$ cat src/include/interval_timer_consts.svh
`ifndef INTERVAL_TIMER_CONSTS_SVH
`define INTERVAL_TIMER_CONSTS_SVH

// ==========================================================
// timebase
`define BUS_CLK_HZ       64'd4915200
`define PRESCALE_SLOW    64'd8
`define PRESCALE_WIDTH   12
`define FAST_TAP_BIT     0
`define SLOW_TAP_LOW     3'h3
`define SLOW_TAP_BITS    2:0
`define TICK_PERIOD_MS   64'd20
`define MS_PER_S         64'd1000
`define TIMEOUT_PERIODS  8
`define TICK_RELOAD      16'((`BUS_CLK_HZ / `PRESCALE_SLOW) * `TICK_PERIOD_MS / `MS_PER_S)

// ==========================================================
// access decode
`define ADDR_CTRL        2'h3
`define SEL_NONE         2'h3
`define CW_SEL           7:6
`define CW_RW            5:4
`define CW_MODE          3:1
`define NUM_COUNTERS     3
`define CNT_TICK         0
`define CNT_TIMER        1
`define CNT_BAUD         2
`define COUNT_ONE        16'h0001

`endif

$ cat src/include/interval_timer_pkg.sv
package interval_timer_pkg;

  // ==========================================================
  // encodings
  typedef enum logic [1:0] {
    RW_LATCH = 2'b00,
    RW_LSB   = 2'b01,
    RW_MSB   = 2'b10,
    RW_BOTH  = 2'b11
  } rw_mode_e;

  typedef enum logic [2:0] {
    MODE_TERM     = 3'b000,
    MODE_ONESHOT  = 3'b001,
    MODE_RATE     = 3'b010,
    MODE_SQUARE   = 3'b011,
    MODE_SWSTROBE = 3'b100,
    MODE_HWSTROBE = 3'b101,
    MODE_RATE_X   = 3'b110,
    MODE_SQUARE_X = 3'b111
  } count_mode_e;

  // ==========================================================
  // module state
  typedef struct packed {
    logic [11:0] count;
    logic        fastTick;
    logic        slowTick;
  } prescale_state_s;

  typedef struct packed {
    logic [15:0] count;
    logic [15:0] reload;
    logic        armed;
    logic        outLevel;
  } counter_state_s;

  typedef struct packed {
    logic [1:0]             bb;
    logic [1:0]             rst;
    logic [1:0]             decA;
    logic [1:0]             decB;
    logic [1:0]             rd;
    logic [1:0]             wr;
    logic [1:0]             a1;
    logic [1:0]             a2;
    logic [1:0][7:0]        data;
    logic                   bbPrev;
    logic                   rdPrev;
    logic                   wrPrev;
    logic                   wrCs;
    logic [1:0]             wrAddr;
    logic [7:0]             wrData;
    logic                   rdCs;
    logic [1:0]             rdAddr;
    rw_mode_e [2:0]         rwMode;
    count_mode_e [2:0]      mode;
    logic [2:0]             writeHigh;
    logic [2:0]             readHigh;
    logic [2:0]             latched;
    logic [2:0][15:0]       latchVal;
    logic [2:0][7:0]        loadLow;
    logic [2:0]             loadPulse;
    logic [15:0]            loadValue;
    logic [7:0]             dataOut;
    logic                   dataOe_n;
    logic                   tickOut;
    logic                   timerOut;
    logic                   baudOut;
  } unit_state_s;

endpackage

$ cat src/rtl/timer_prescaler.sv
`timescale 1ns/1ps
`default_nettype none
`include "interval_timer_consts.svh"

module timer_prescaler
  import interval_timer_pkg::*;
(
  // clock and reset
  input  wire logic clk,
  input  wire logic sys_rst,
  // bus clock edge and local clear
  input  wire logic busClkRise,
  input  wire logic clear,
  // derived clock edges, one-cycle pulses
  output logic      fastTick,
  output logic      slowTick
);

  prescale_state_s r;
  prescale_state_s n;

  // ==========================================================
  // binary prescaler
  always_comb begin
    n = r;
    n.fastTick = 1'b0;
    n.slowTick = 1'b0;
    if (clear) begin
      n.count = '0;
    end else if (busClkRise) begin
      n.count = r.count + 12'h001;
      // rising edges of the divide-by-two and divide-by-eight taps
      n.fastTick = ~r.count[`FAST_TAP_BIT];
      n.slowTick = (r.count[`SLOW_TAP_BITS] == `SLOW_TAP_LOW);
    end
  end

  always_ff @(posedge clk or posedge sys_rst) begin
    if (sys_rst) begin
      r <= '0;
    end else begin
      r <= n;
    end
  end

  assign fastTick = r.fastTick;
  assign slowTick = r.slowTick;

endmodule

`default_nettype wire

$ cat src/rtl/down_counter.sv
`timescale 1ns/1ps
`default_nettype none
`include "interval_timer_consts.svh"

module down_counter
  import interval_timer_pkg::*;
#(
  parameter logic [15:0] RESET_LOAD  = 16'h0000,
  parameter logic        RESET_ARMED = 1'b0
)
(
  // clock and reset
  input  wire logic        clk,
  input  wire logic        sys_rst,
  // count control
  input  wire logic        tickEn,
  input  wire logic        loadPulse,
  input  wire logic [15:0] loadValue,
  input  wire count_mode_e mode,
  // state
  output logic [15:0]      count,
  output logic             outLevel
);

  counter_state_s r;
  counter_state_s n;

  // ==========================================================
  // down count
  // gate inputs are tied active, so no gate term appears here
  always_comb begin
    n = r;
    if (loadPulse) begin
      n.count    = loadValue;
      n.reload   = loadValue;
      n.armed    = 1'b1;
      n.outLevel = 1'b0;
    end else if (tickEn && r.armed) begin
      n.count = r.count - `COUNT_ONE;
      case (mode)
        MODE_RATE, MODE_RATE_X: begin
          // one tick high as the count reaches zero
          n.outLevel = (r.count == `COUNT_ONE);
          if (r.count == `COUNT_ONE) begin
            n.count = r.reload;
          end
        end
        MODE_SQUARE, MODE_SQUARE_X: begin
          if (r.count == `COUNT_ONE) begin
            n.count    = r.reload;
            n.outLevel = 1'b1;
          end else if (n.count == {1'b0, r.reload[15:1]}) begin
            n.outLevel = 1'b0;
          end
        end
        default: begin
          // terminal count: high at zero and held, count wraps on
          if (r.count == `COUNT_ONE) begin
            n.outLevel = 1'b1;
          end
        end
      endcase
    end
  end

  always_ff @(posedge clk or posedge sys_rst) begin
    if (sys_rst) begin
      r.count    <= RESET_LOAD;
      r.reload   <= RESET_LOAD;
      r.armed    <= RESET_ARMED;
      r.outLevel <= 1'b0;
    end else begin
      r <= n;
    end
  end

  assign count    = r.count;
  assign outLevel = r.outLevel;

endmodule

`default_nettype wire

$ cat src/rtl/interval_timer_unit.sv
`timescale 1ns/1ps
`default_nettype none
`include "interval_timer_consts.svh"

module interval_timer_unit
  import interval_timer_pkg::*;
(
  // clock and reset
  input  wire logic       clk,
  input  wire logic       sys_rst,
  // timebase pins
  input  wire logic       bufferedBusClock,
  input  wire logic       localReset,
  // processor bus pins
  input  wire logic       timerDecodeA_n,
  input  wire logic       timerDecodeB_n,
  input  wire logic       addrBitOne,
  input  wire logic       addrBitTwo,
  input  wire logic       readStrobe_n,
  input  wire logic       advancedWriteStrobe_n,
  input  wire logic [7:0] dataIn,
  output logic      [7:0] dataOut,
  output logic            dataOe_n,
  // counter outputs
  output logic            counter0TickOut,
  output logic            counter1TimerOut,
  output logic            transmitBaudClock
);

  unit_state_s       r;
  unit_state_s       n;
  logic              fastTick;
  logic              slowTick;
  logic [2:0]        cntTick;
  logic [2:0][15:0]  cntCount;
  logic [2:0]        cntOut;
  logic              cs;
  logic              rdAct;
  logic              wrAct;
  logic [1:0]        addr;
  logic [1:0]        rdSel;
  logic [15:0]       rdVal;
  logic [1:0]        wSel;
  logic [1:0]        cwSel;
  rw_mode_e          cwRw;

  // ==========================================================
  // prescaler
  timer_prescaler u_prescaler (
    .clk        (clk),
    .sys_rst    (sys_rst),
    .busClkRise (r.bb[1] & ~r.bbPrev),
    .clear      (r.rst[1]),
    .fastTick   (fastTick),
    .slowTick   (slowTick)
  );

  assign cntTick[`CNT_TICK]  = slowTick;
  assign cntTick[`CNT_TIMER] = slowTick;
  assign cntTick[`CNT_BAUD]  = fastTick;

  // ==========================================================
  // counters
  // counter 0 comes out of reset already running the 20 ms tick, so the
  // bus-timeout detector has a clock even before firmware starts
  genvar gi;
  generate
    for (gi = 0; gi < `NUM_COUNTERS; gi = gi + 1) begin : g_cnt
      down_counter #(
        .RESET_LOAD  ((gi == `CNT_TICK) ? `TICK_RELOAD : 16'h0000),
        .RESET_ARMED (gi == `CNT_TICK)
      ) u_cnt (
        .clk       (clk),
        .sys_rst   (sys_rst),
        .tickEn    (cntTick[gi]),
        .loadPulse (r.loadPulse[gi]),
        .loadValue (r.loadValue),
        .mode      (r.mode[gi]),
        .count     (cntCount[gi]),
        .outLevel  (cntOut[gi])
      );
    end
  endgenerate

  // ==========================================================
  // synchronised pin view
  assign cs    = ~r.decA[1] | ~r.decB[1];
  assign rdAct = ~r.rd[1];
  assign wrAct = ~r.wr[1];
  assign addr  = {r.a2[1], r.a1[1]};

  // ==========================================================
  // read data path
  always_comb begin
    rdSel = (addr == `ADDR_CTRL) ? 2'h0 : addr;
    // a latched snapshot wins, otherwise the live count is shown
    rdVal = r.latched[rdSel] ? r.latchVal[rdSel] : cntCount[rdSel];
  end

  // ==========================================================
  // control word fields of the byte being committed
  always_comb begin
    wSel  = (r.wrAddr == `ADDR_CTRL) ? 2'h0 : r.wrAddr;
    cwSel = r.wrData[`CW_SEL];
    cwRw  = rw_mode_e'(r.wrData[`CW_RW]);
  end

  // ==========================================================
  // next state
  always_comb begin
    n = r;
    // first stage feeds only the second stage
    n.bb   = {r.bb[0], bufferedBusClock};
    n.rst  = {r.rst[0], localReset};
    n.decA = {r.decA[0], timerDecodeA_n};
    n.decB = {r.decB[0], timerDecodeB_n};
    n.rd   = {r.rd[0], readStrobe_n};
    n.wr   = {r.wr[0], advancedWriteStrobe_n};
    n.a1   = {r.a1[0], addrBitOne};
    n.a2   = {r.a2[0], addrBitTwo};
    n.data = {r.data[0], dataIn};
    n.bbPrev = r.bb[1];
    n.rdPrev = rdAct;
    n.wrPrev = wrAct;
    n.loadPulse = 3'b000;

    // hold the access context while the strobe is active; commit it on
    // the trailing edge, when address and data have settled
    if (wrAct) begin
      n.wrCs   = cs;
      n.wrAddr = addr;
      n.wrData = r.data[1];
    end
    if (rdAct) begin
      n.rdCs   = cs;
      n.rdAddr = addr;
    end

    // read drive: only while selected and aimed at a counter
    n.dataOe_n = 1'b1;
    n.dataOut  = 8'h00;
    if (rdAct && cs && addr != `ADDR_CTRL) begin
      n.dataOe_n = 1'b0;
      case (r.rwMode[rdSel])
        RW_MSB:  n.dataOut = rdVal[15:8];
        RW_BOTH: n.dataOut = r.readHigh[rdSel] ? rdVal[15:8] : rdVal[7:0];
        default: n.dataOut = rdVal[7:0];
      endcase
    end

    // write commit; an unselected strobe is ignored
    if (r.wrPrev && !wrAct && r.wrCs) begin
      if (r.wrAddr == `ADDR_CTRL) begin
        if (cwSel != `SEL_NONE) begin
          if (cwRw == RW_LATCH) begin
            // snapshot lets a two-byte read see one consistent value
            n.latched[cwSel]  = 1'b1;
            n.latchVal[cwSel] = cntCount[cwSel];
            n.readHigh[cwSel] = 1'b0;
          end else begin
            n.rwMode[cwSel]    = cwRw;
            n.mode[cwSel]      = count_mode_e'(r.wrData[`CW_MODE]);
            n.writeHigh[cwSel] = 1'b0;
            n.readHigh[cwSel]  = 1'b0;
            n.latched[cwSel]   = 1'b0;
          end
        end
      end else begin
        case (r.rwMode[wSel])
          RW_LSB: begin
            n.loadValue       = {8'h00, r.wrData};
            n.loadPulse[wSel] = 1'b1;
          end
          RW_MSB: begin
            n.loadValue       = {r.wrData, 8'h00};
            n.loadPulse[wSel] = 1'b1;
          end
          RW_BOTH: begin
            if (!r.writeHigh[wSel]) begin
              n.loadLow[wSel]   = r.wrData;
              n.writeHigh[wSel] = 1'b1;
            end else begin
              n.loadValue       = {r.wrData, r.loadLow[wSel]};
              n.loadPulse[wSel] = 1'b1;
              n.writeHigh[wSel] = 1'b0;
            end
          end
          default: begin
            // never-programmed counter 1 or 2 takes no count byte
          end
        endcase
      end
    end

    // read commit: step the byte order, release a consumed snapshot
    if (r.rdPrev && !rdAct && r.rdCs && r.rdAddr != `ADDR_CTRL) begin
      if (r.rwMode[r.rdAddr] == RW_BOTH) begin
        n.readHigh[r.rdAddr] = ~r.readHigh[r.rdAddr];
        if (r.readHigh[r.rdAddr]) begin
          n.latched[r.rdAddr] = 1'b0;
        end
      end else begin
        n.latched[r.rdAddr] = 1'b0;
      end
    end

    // counter outputs
    n.tickOut  = cntOut[`CNT_TICK];
    n.timerOut = cntOut[`CNT_TIMER];
    n.baudOut  = ~cntOut[`CNT_BAUD];
  end

  // ==========================================================
  // state register
  // counters 1 and 2 stay idle until programmed; that is one of the
  // states software must already tolerate before initialisation
  always_ff @(posedge clk or posedge sys_rst) begin
    if (sys_rst) begin
      r <= '0;
      r.rd <= 2'b11;
      r.wr <= 2'b11;
      r.decA <= 2'b11;
      r.decB <= 2'b11;
      r.dataOe_n <= 1'b1;
      r.baudOut <= 1'b1;
      r.rwMode[`CNT_TICK] <= RW_BOTH;
      r.mode[`CNT_TICK] <= MODE_SQUARE;
    end else begin
      r <= n;
    end
  end

  // ==========================================================
  // outputs
  assign dataOut           = r.dataOut;
  assign dataOe_n          = r.dataOe_n;
  assign counter0TickOut   = r.tickOut;
  assign counter1TimerOut  = r.timerOut;
  assign transmitBaudClock = r.baudOut;

endmodule

`default_nettype wire

$ cat config.mk
export PLATFORM = sky130hd
export DESIGN_NAME = interval_timer_unit
export DESIGN_NICKNAME = d
export VERILOG_FILES = /design/src/include/interval_timer_pkg.sv /design/src/rtl/timer_prescaler.sv /design/src/rtl/down_counter.sv /design/src/rtl/interval_timer_unit.sv
export VERILOG_INCLUDE_DIRS = /design/src /design/src/include
export SDC_FILE = /design/constraint.sdc
export NUM_CORES = 1
export LEC_CHECK = 0
export ABC_AREA = 1
export BUFFER_PORTS_ARGS = -buffer_cell sky130_fd_sc_hd__buf_4
export CORE_MARGIN = 8
export CORE_UTILIZATION = 40
export CTS_CLUSTER_DIAMETER = 200
export CTS_CLUSTER_SIZE = 30
export DETAILED_ROUTE_END_ITERATION = 10
export PLACE_DENSITY_LB_ADDON = 0.08
export SYNTH_ARGS = -nofsm -noshare
export SYNTH_HDL_FRONTEND = slang
export SYNTH_SLANG_ARGS = --single-unit
export TNS_END_PERCENT = 30
$ cat constraint.sdc
create_clock -name clk -period 10.5 [get_ports clk]
set_input_delay 0.525 -clock clk [delete_from_list [all_inputs] [get_ports clk]]
set_output_delay 0.525 -clock clk [all_outputs]
set_load 0.02 [all_outputs]
Word level (Yosys, flattened, before mapping)
Cells that the tools add are included.
{"block": "word_totals", "reg_bits": 291, "latch_bits": 0, "ramBits": 0, "romBits": 0, "n_memories": 0}
{"block": "classes", "n_addsub": 4, "multipliers": 0, "div": 0, "magnitude_cmp": 7, "n_eq_ne": 36, "shift": 0, "n_mux": 98, "bitwise": 23, "reduce_logical": 39}
{"operator": "two-way mux 16 bit", "count": 17}
{"operator": "two-way mux 97 bit", "count": 1}
{"operator": "binary-select mux 16 bit (select 2 bit)", "count": 3}
{"operator": "two-way mux 57 bit", "count": 1}
{"operator": "one-hot mux 19 bit (3 select lines)", "count": 1}
{"operator": "two-way mux 54 bit", "count": 1}
{"operator": "bitwise mux 48 bit", "count": 1}
{"operator": "equality test 16 x 1 -> 1 bit, second input constant", "count": 3}
{"operator": "equality test 16 x 15 -> 1 bit", "count": 3}
{"operator": "two-way mux 24 bit", "count": 2}
{"operator": "two-way mux 48 bit", "count": 1}
{"operator": "subtractor 16 x 1 -> 16 bit, second input constant", "count": 3}
{"operator": "two-way mux 43 bit", "count": 1}
{"operator": "demux 16 bit (select 2 bit)", "count": 1}
{"operator": "two-way mux 3 bit", "count": 9}
{"operator": "bitwise mux 24 bit", "count": 1}
{"operator": "two-way mux 8 bit", "count": 3}
{"operator": "two-way mux 1 bit", "count": 22}
{"operator": "equality test 3 x 2 -> 1 bit, second input constant", "count": 7}
{"operator": "AND reduction 4 bit", "count": 5}
{"operator": "two-way mux 19 bit", "count": 1}
{"operator": "equality test 3 bit, second input constant", "count": 6}
{"operator": "binary-select mux 8 bit (select 2 bit)", "count": 1}
{"operator": "demux 8 bit (select 2 bit)", "count": 1}
{"operator": "37 further kinds", "count": 112}

Logic depth before layout (Yosys ltp)
{"block": "depth", "depth_word": 15, "mapped_depth": 17, "mapped_depth_nobuf": 17}

By module
A second synthesis with hierarchy kept.
{"block": "hier_totals", "cells_unflattened": 2179, "area_unflattened_um2": 16392.0}
{"mod": "interval_timer_unit", "n_inst": 1, "cells_each": 1087, "area_per_inst_um2": 8718.4, "seq_area_each_um2": 4421.7}
{"mod": "down_counter (g_cnt[1].u_cnt ...)", "n_inst": 2, "cells_each": 359, "area_per_inst_um2": 2509.9, "seq_area_each_um2": 850.8}
{"mod": "down_counter (g_cnt[0].u_cnt)", "n_inst": 1, "cells_each": 349, "area_per_inst_um2": 2429.8, "seq_area_each_um2": 830.8}
{"mod": "timer_prescaler", "n_inst": 1, "cells_each": 25, "area_per_inst_um2": 224.0, "seq_area_each_um2": 125.1}

Worst setup path before layout
Ideal clock, no wire load.
{"block": "synth_path", "path_kind": "register to register", "startpoint": "reg r[139] (netlist name)", "endpoint": "reg r[40] (netlist name)", "t_arrival_ns": 1.884, "t_required_ns": 10.377, "path_slack_ns": 8.494, "path_stages_with_launch": 14, "synth_period_minus_slack_ns": 2.006, "path_cell_list": "dfrtp_1 > inv_1 > ha_1 > buf_4 > nor2_8 > inv_2 > o21a_4 > nor2_4 > nand2_2 > clkinv_2 > nand3_4 > buf_6 > nand2_1 > o21ai_2"}
{"block": "synth_via", "elab_chain_len": 7}
{"item": "from (decl)", "line_no": "interval_timer_unit.sv:30", "rtl": "unit_state_s r;"}
{"item": "from (signal assigned)", "line_no": "interval_timer_unit.sv:229", "rtl": "r <= n;"}
{"item": "equality test 2 bit (no source line)"}
{"item": "two-way mux 2 bit", "line_no": "interval_timer_unit.sv:103", "rtl": "wSel = (r.wrAddr == `ADDR_CTRL) ? 2'h0 : r.wrAddr;"}
{"item": "< comparator 2 x 3 -> 1 bit (not written as such) or greater-or-equal comparator 2 x 1 -> 1 bit (tied branches)", "line_no": "interval_timer_unit.sv:180", "rtl": "n.loadLow[wSel] = r.wrData;"}
{"item": "logical AND 1 bit (not written as such)", "line_no": "interval_timer_unit.sv:180"}
{"item": "two-way mux 8 bit (not written as such)", "line_no": "interval_timer_unit.sv:180"}
{"item": "demux 8 bit (select 2 bit)", "line_no": "interval_timer_unit.sv:180"}
{"item": "bitwise mux 24 bit", "line_no": "interval_timer_unit.sv:180"}
Several ways; a longest one is shown, not always the timed one. The select of a mux whose other input is x is not followed.
A chain may end at the register's enable or synchronous reset.

Worst setup path after layout
{"block": "layout_path", "startpoint": "reg r (netlist bit cwSel[1])", "endpoint": "reg r[70] (netlist name)"}
{"block": "layout_via", "elab_chain_len": 5}
{"item": "< comparator 2 x 3 -> 1 bit (not written as such) or greater-or-equal comparator 2 x 1 -> 1 bit (tied branches)", "line_no": "interval_timer_unit.sv:158", "rtl": "n.latchVal[cwSel] = cntCount[cwSel];"}
{"item": "logical AND 1 bit (not written as such)", "line_no": "interval_timer_unit.sv:158"}
{"item": "two-way mux 16 bit (not written as such)", "line_no": "interval_timer_unit.sv:158"}
{"item": "demux 16 bit (select 2 bit)", "line_no": "interval_timer_unit.sv:158"}
{"item": "bitwise mux 48 bit", "line_no": "interval_timer_unit.sv:158"}
Several ways; a longest one is shown, not always the timed one. The select of a mux whose other input is x is not followed.

==> metrics <==
met1 Use GR between 30 and 40%; CP max FO 22; Hold EP n[175]$_DFF_PP0_; Syn Nets 1839; Yosys warnings 0; EDFF count, synth 0; Leakage 7.36 nW; Yosys top cell by area dfrtp_1; Worst Hold Class input pin to flip-flop; antenna violation net count after detailed routing 0; status finished clean; Nets 1821; Most used DFF post-synth dfrtp_1; global-route wire length before repair between 70 and 80 mm; # diodes 0; Post-CTS Setup Bufs 0; DR vias between 10000 and 15000; Max Fclk ~320 MHz; num rows 69; worst skew pair latency 520 ps; gr ovfl total 0; Worst Tran Pin Value 1170 ps; worst vdd ir 0.000115 V; Die Y approximately 210 microns; post-synthesis sequential area ratio 48.3%; Initial Util around two fifths; total of max-cap violations 0; CTS tree built; Mapped Cells 1809; RSZ-0062 raised after global routing false; die width 206 microns; top post-synthesis cells by area dfrtp_1 45%, nand2_1 13%, o21ai_0 8.1%; dpl hpwl 32.5 mm; core area 0.0357 sq mm; clk root buf clkbuf_16; Clk pin slew, worst setup/hold paths about 120 ps; Worst R2R Path Depth 6; relative slew slack 22.0%; fin worst setup slack roughly 7300 ps; most frequent cell after synthesis nand2_1; DR vias/cell between 5 and 6; gr usage total 21.3%; Residual DRC 0; Data arrival, critical path 3560 ps; Num CTS Buffers 13; Power Total 0.00288 W; hold path start bufferedBusClock; setup slack at placement between 7000 and 8000 ps; hold buffers post-CTS 0; Layout Skew 29.6 ps; P&R area growth vs syn 6.26%; Seq cells post-synth 279; Top Usage Layer GRT met2; setup_tns 0 ps; layout cells sized above 1 8.29%; wire per inst 19.7 microns; setup violators final 0; top-area cell type share of the netlist area 45.1%; r2r setup slk roughly 7300 ps; Pwr per Cell Area 187 mW/mm^2; min cycle time layout roughly 3200 ps; Max Slew Vio Count 0; hold path depth 1; Post-Route WL 44.6 mm; GR Util met2 34.5%; met3 Use GR 1.94%; Setup Crit Path Kind flip-flop to flip-flop; 1st-iter DRT viols 895; Hold Fails Final Rpt 0; largest net degree at the start of global routing 173; Crit path required time approximately 11000 ps; vias in the first global route roughly 12000; placed cell count 2237; Worst Setup End Kind flip-flop; I/O pin count 30; die area around 0.043 sq mm; Pre-antenna DRT Iters 5; Syn Area/Cell ~8 sq um; fin crit share 30.1%; Core Util, Final 43.2%; # resized after CTS 0; Post-synth ARST share 100%; Max clock buf depth 3; # clock sinks 279; initial antenna violation count 0; Post-synth top cells 498 x nand2_1, 261 x dfrtp_1, 234 x o21ai_0; crit start category flip-flop; H-tree depth 1; Placer Congestion around 0.9; Yosys cell types between 40 and 50; Non-Filler Instances 2259; worst r2r src cwSel[1]$_DFFE_PP0N_; PortBufs 29; Post-Synthesis Cell Area 0.0145 sq mm; Reg-to-Reg End r[70]$_DFFE_PP0P_
-- per-stage QoR --
stage	hold slack (ps)	instance area [sq um]
after global routing	68.6	15400
after detailed placement	335	15000
after global placement	335	15000
after CTS	68.0	15400
after floorplan	331	14500
final	94.3	15400
-- sequential cells by signal (all words and copies together), names as in the netlist, named ones only --
register / flops
addr: 2
counter0TickOut: 1
counter1TimerOut: 1
cwRw: 2
cwSel: 2
dataOe_n: 1
dataOut: 8
g_cnt.u_cnt.count: 48
g_cnt.u_cnt.outLevel: 3
g_cnt.u_cnt.r: 50
n: 17
r: 135
transmitBaudClock: 1
u_prescaler.fastTick: 1
u_prescaler.r: 3
u_prescaler.slowTick: 1
-- critical path: stages, from the launching register on --
cell,delay (ps)
dfrtp_1,450
nor2_1,660
inv_1,330
nor2_1,250
inv_1,90
nor2_2,830
mux2_2,420
-- cell families (layout without fill, tap and decap cells) --
| logic type | count (synthesis) | after routing | share of synthesized area (%) |
|---|---|---|---|
| compound gates | 393 | 393 | 16.1 |
| xor+xnor | 12 | 12 | 0.725 |
| fa+ha+maj | 12 | 12 | 1.04 |
| buf+inv | 269 | 258 | 7.61 |
| flops | 279 | 279 | 48.3 |
| mux | 35 | 35 | 2.69 |
| simple gates | 809 | 809 | 23.5 |
-- cell type report --
| cell class | count | area [sq um] |
|---|---|---|
| fillers | 3671 | 20300 |
| flip-flops and latches | 279 | 7000 |
| multi-input cells | 1261 | 6380 |
| inverters | 200 | 759 |
| well taps | 461 | 577 |
| clock buffers | 20 | 352 |
| repair buffers | 36 | 283 |
| clock inverters | 2 | 38.8 |
-- routing by layer --
layer	share of wire [%]	wire length [microns]
met1	47	20900
met2	46	20500
met3	4.5	2000
met4	2.6	1160
met5	0	0
-- power by group --
part	internal (W)	switching, W
Combinational	0.000323	0.000667
Sequential	0.00117	0.000116
Clock	0.000244	0.000367
Total	0.00173	0.00115
-- worst max path at each step --
stage,startpoint,end,slack [ps],cells after the start
global placement,addr[1]$_DFF_PP0_,dataOut[3]$_DFF_PP0_,7470,9
global route,addr[1]$_DFF_PP0_,dataOut[5]$_DFF_PP0_,7040,9
floorplan,sys_rst,asynchronous set/reset pin,2310,1
CTS,cwSel[1]$_DFFE_PP0N_,r[60]$_DFFE_PP0P_,7380,6
detailed placement,addr[1]$_DFF_PP0_,dataOut[5]$_DFF_PP0_,7410,9
finish,cwSel[1]$_DFFE_PP0N_,r[70]$_DFFE_PP0P_,7340,6
-- cell usage in the layout, fill, tap and decap left out, types with 6 or more instances in the layout --
master,n
nor3_1,17
inv_2,11
o21ai_2,6
a22oi_1,10
o21ai_1,19
o221ai_1,57
o211ai_1,7
dfrtp_1,261
a21oi_1,33
dfstp_2,18
buf_4,35
ha_1,12
inv_1,186
o21ai_0,234
mux2_2,32
clkbuf_16,13
nand2_1,498
nor2_2,6
nor2_1,121
o31ai_1,7
xor2_1,8
a31oi_1,8
clkbuf_1,7
nand4_1,13
nand3_1,131
Note: power is estimated with default switching activity, not from simulation.
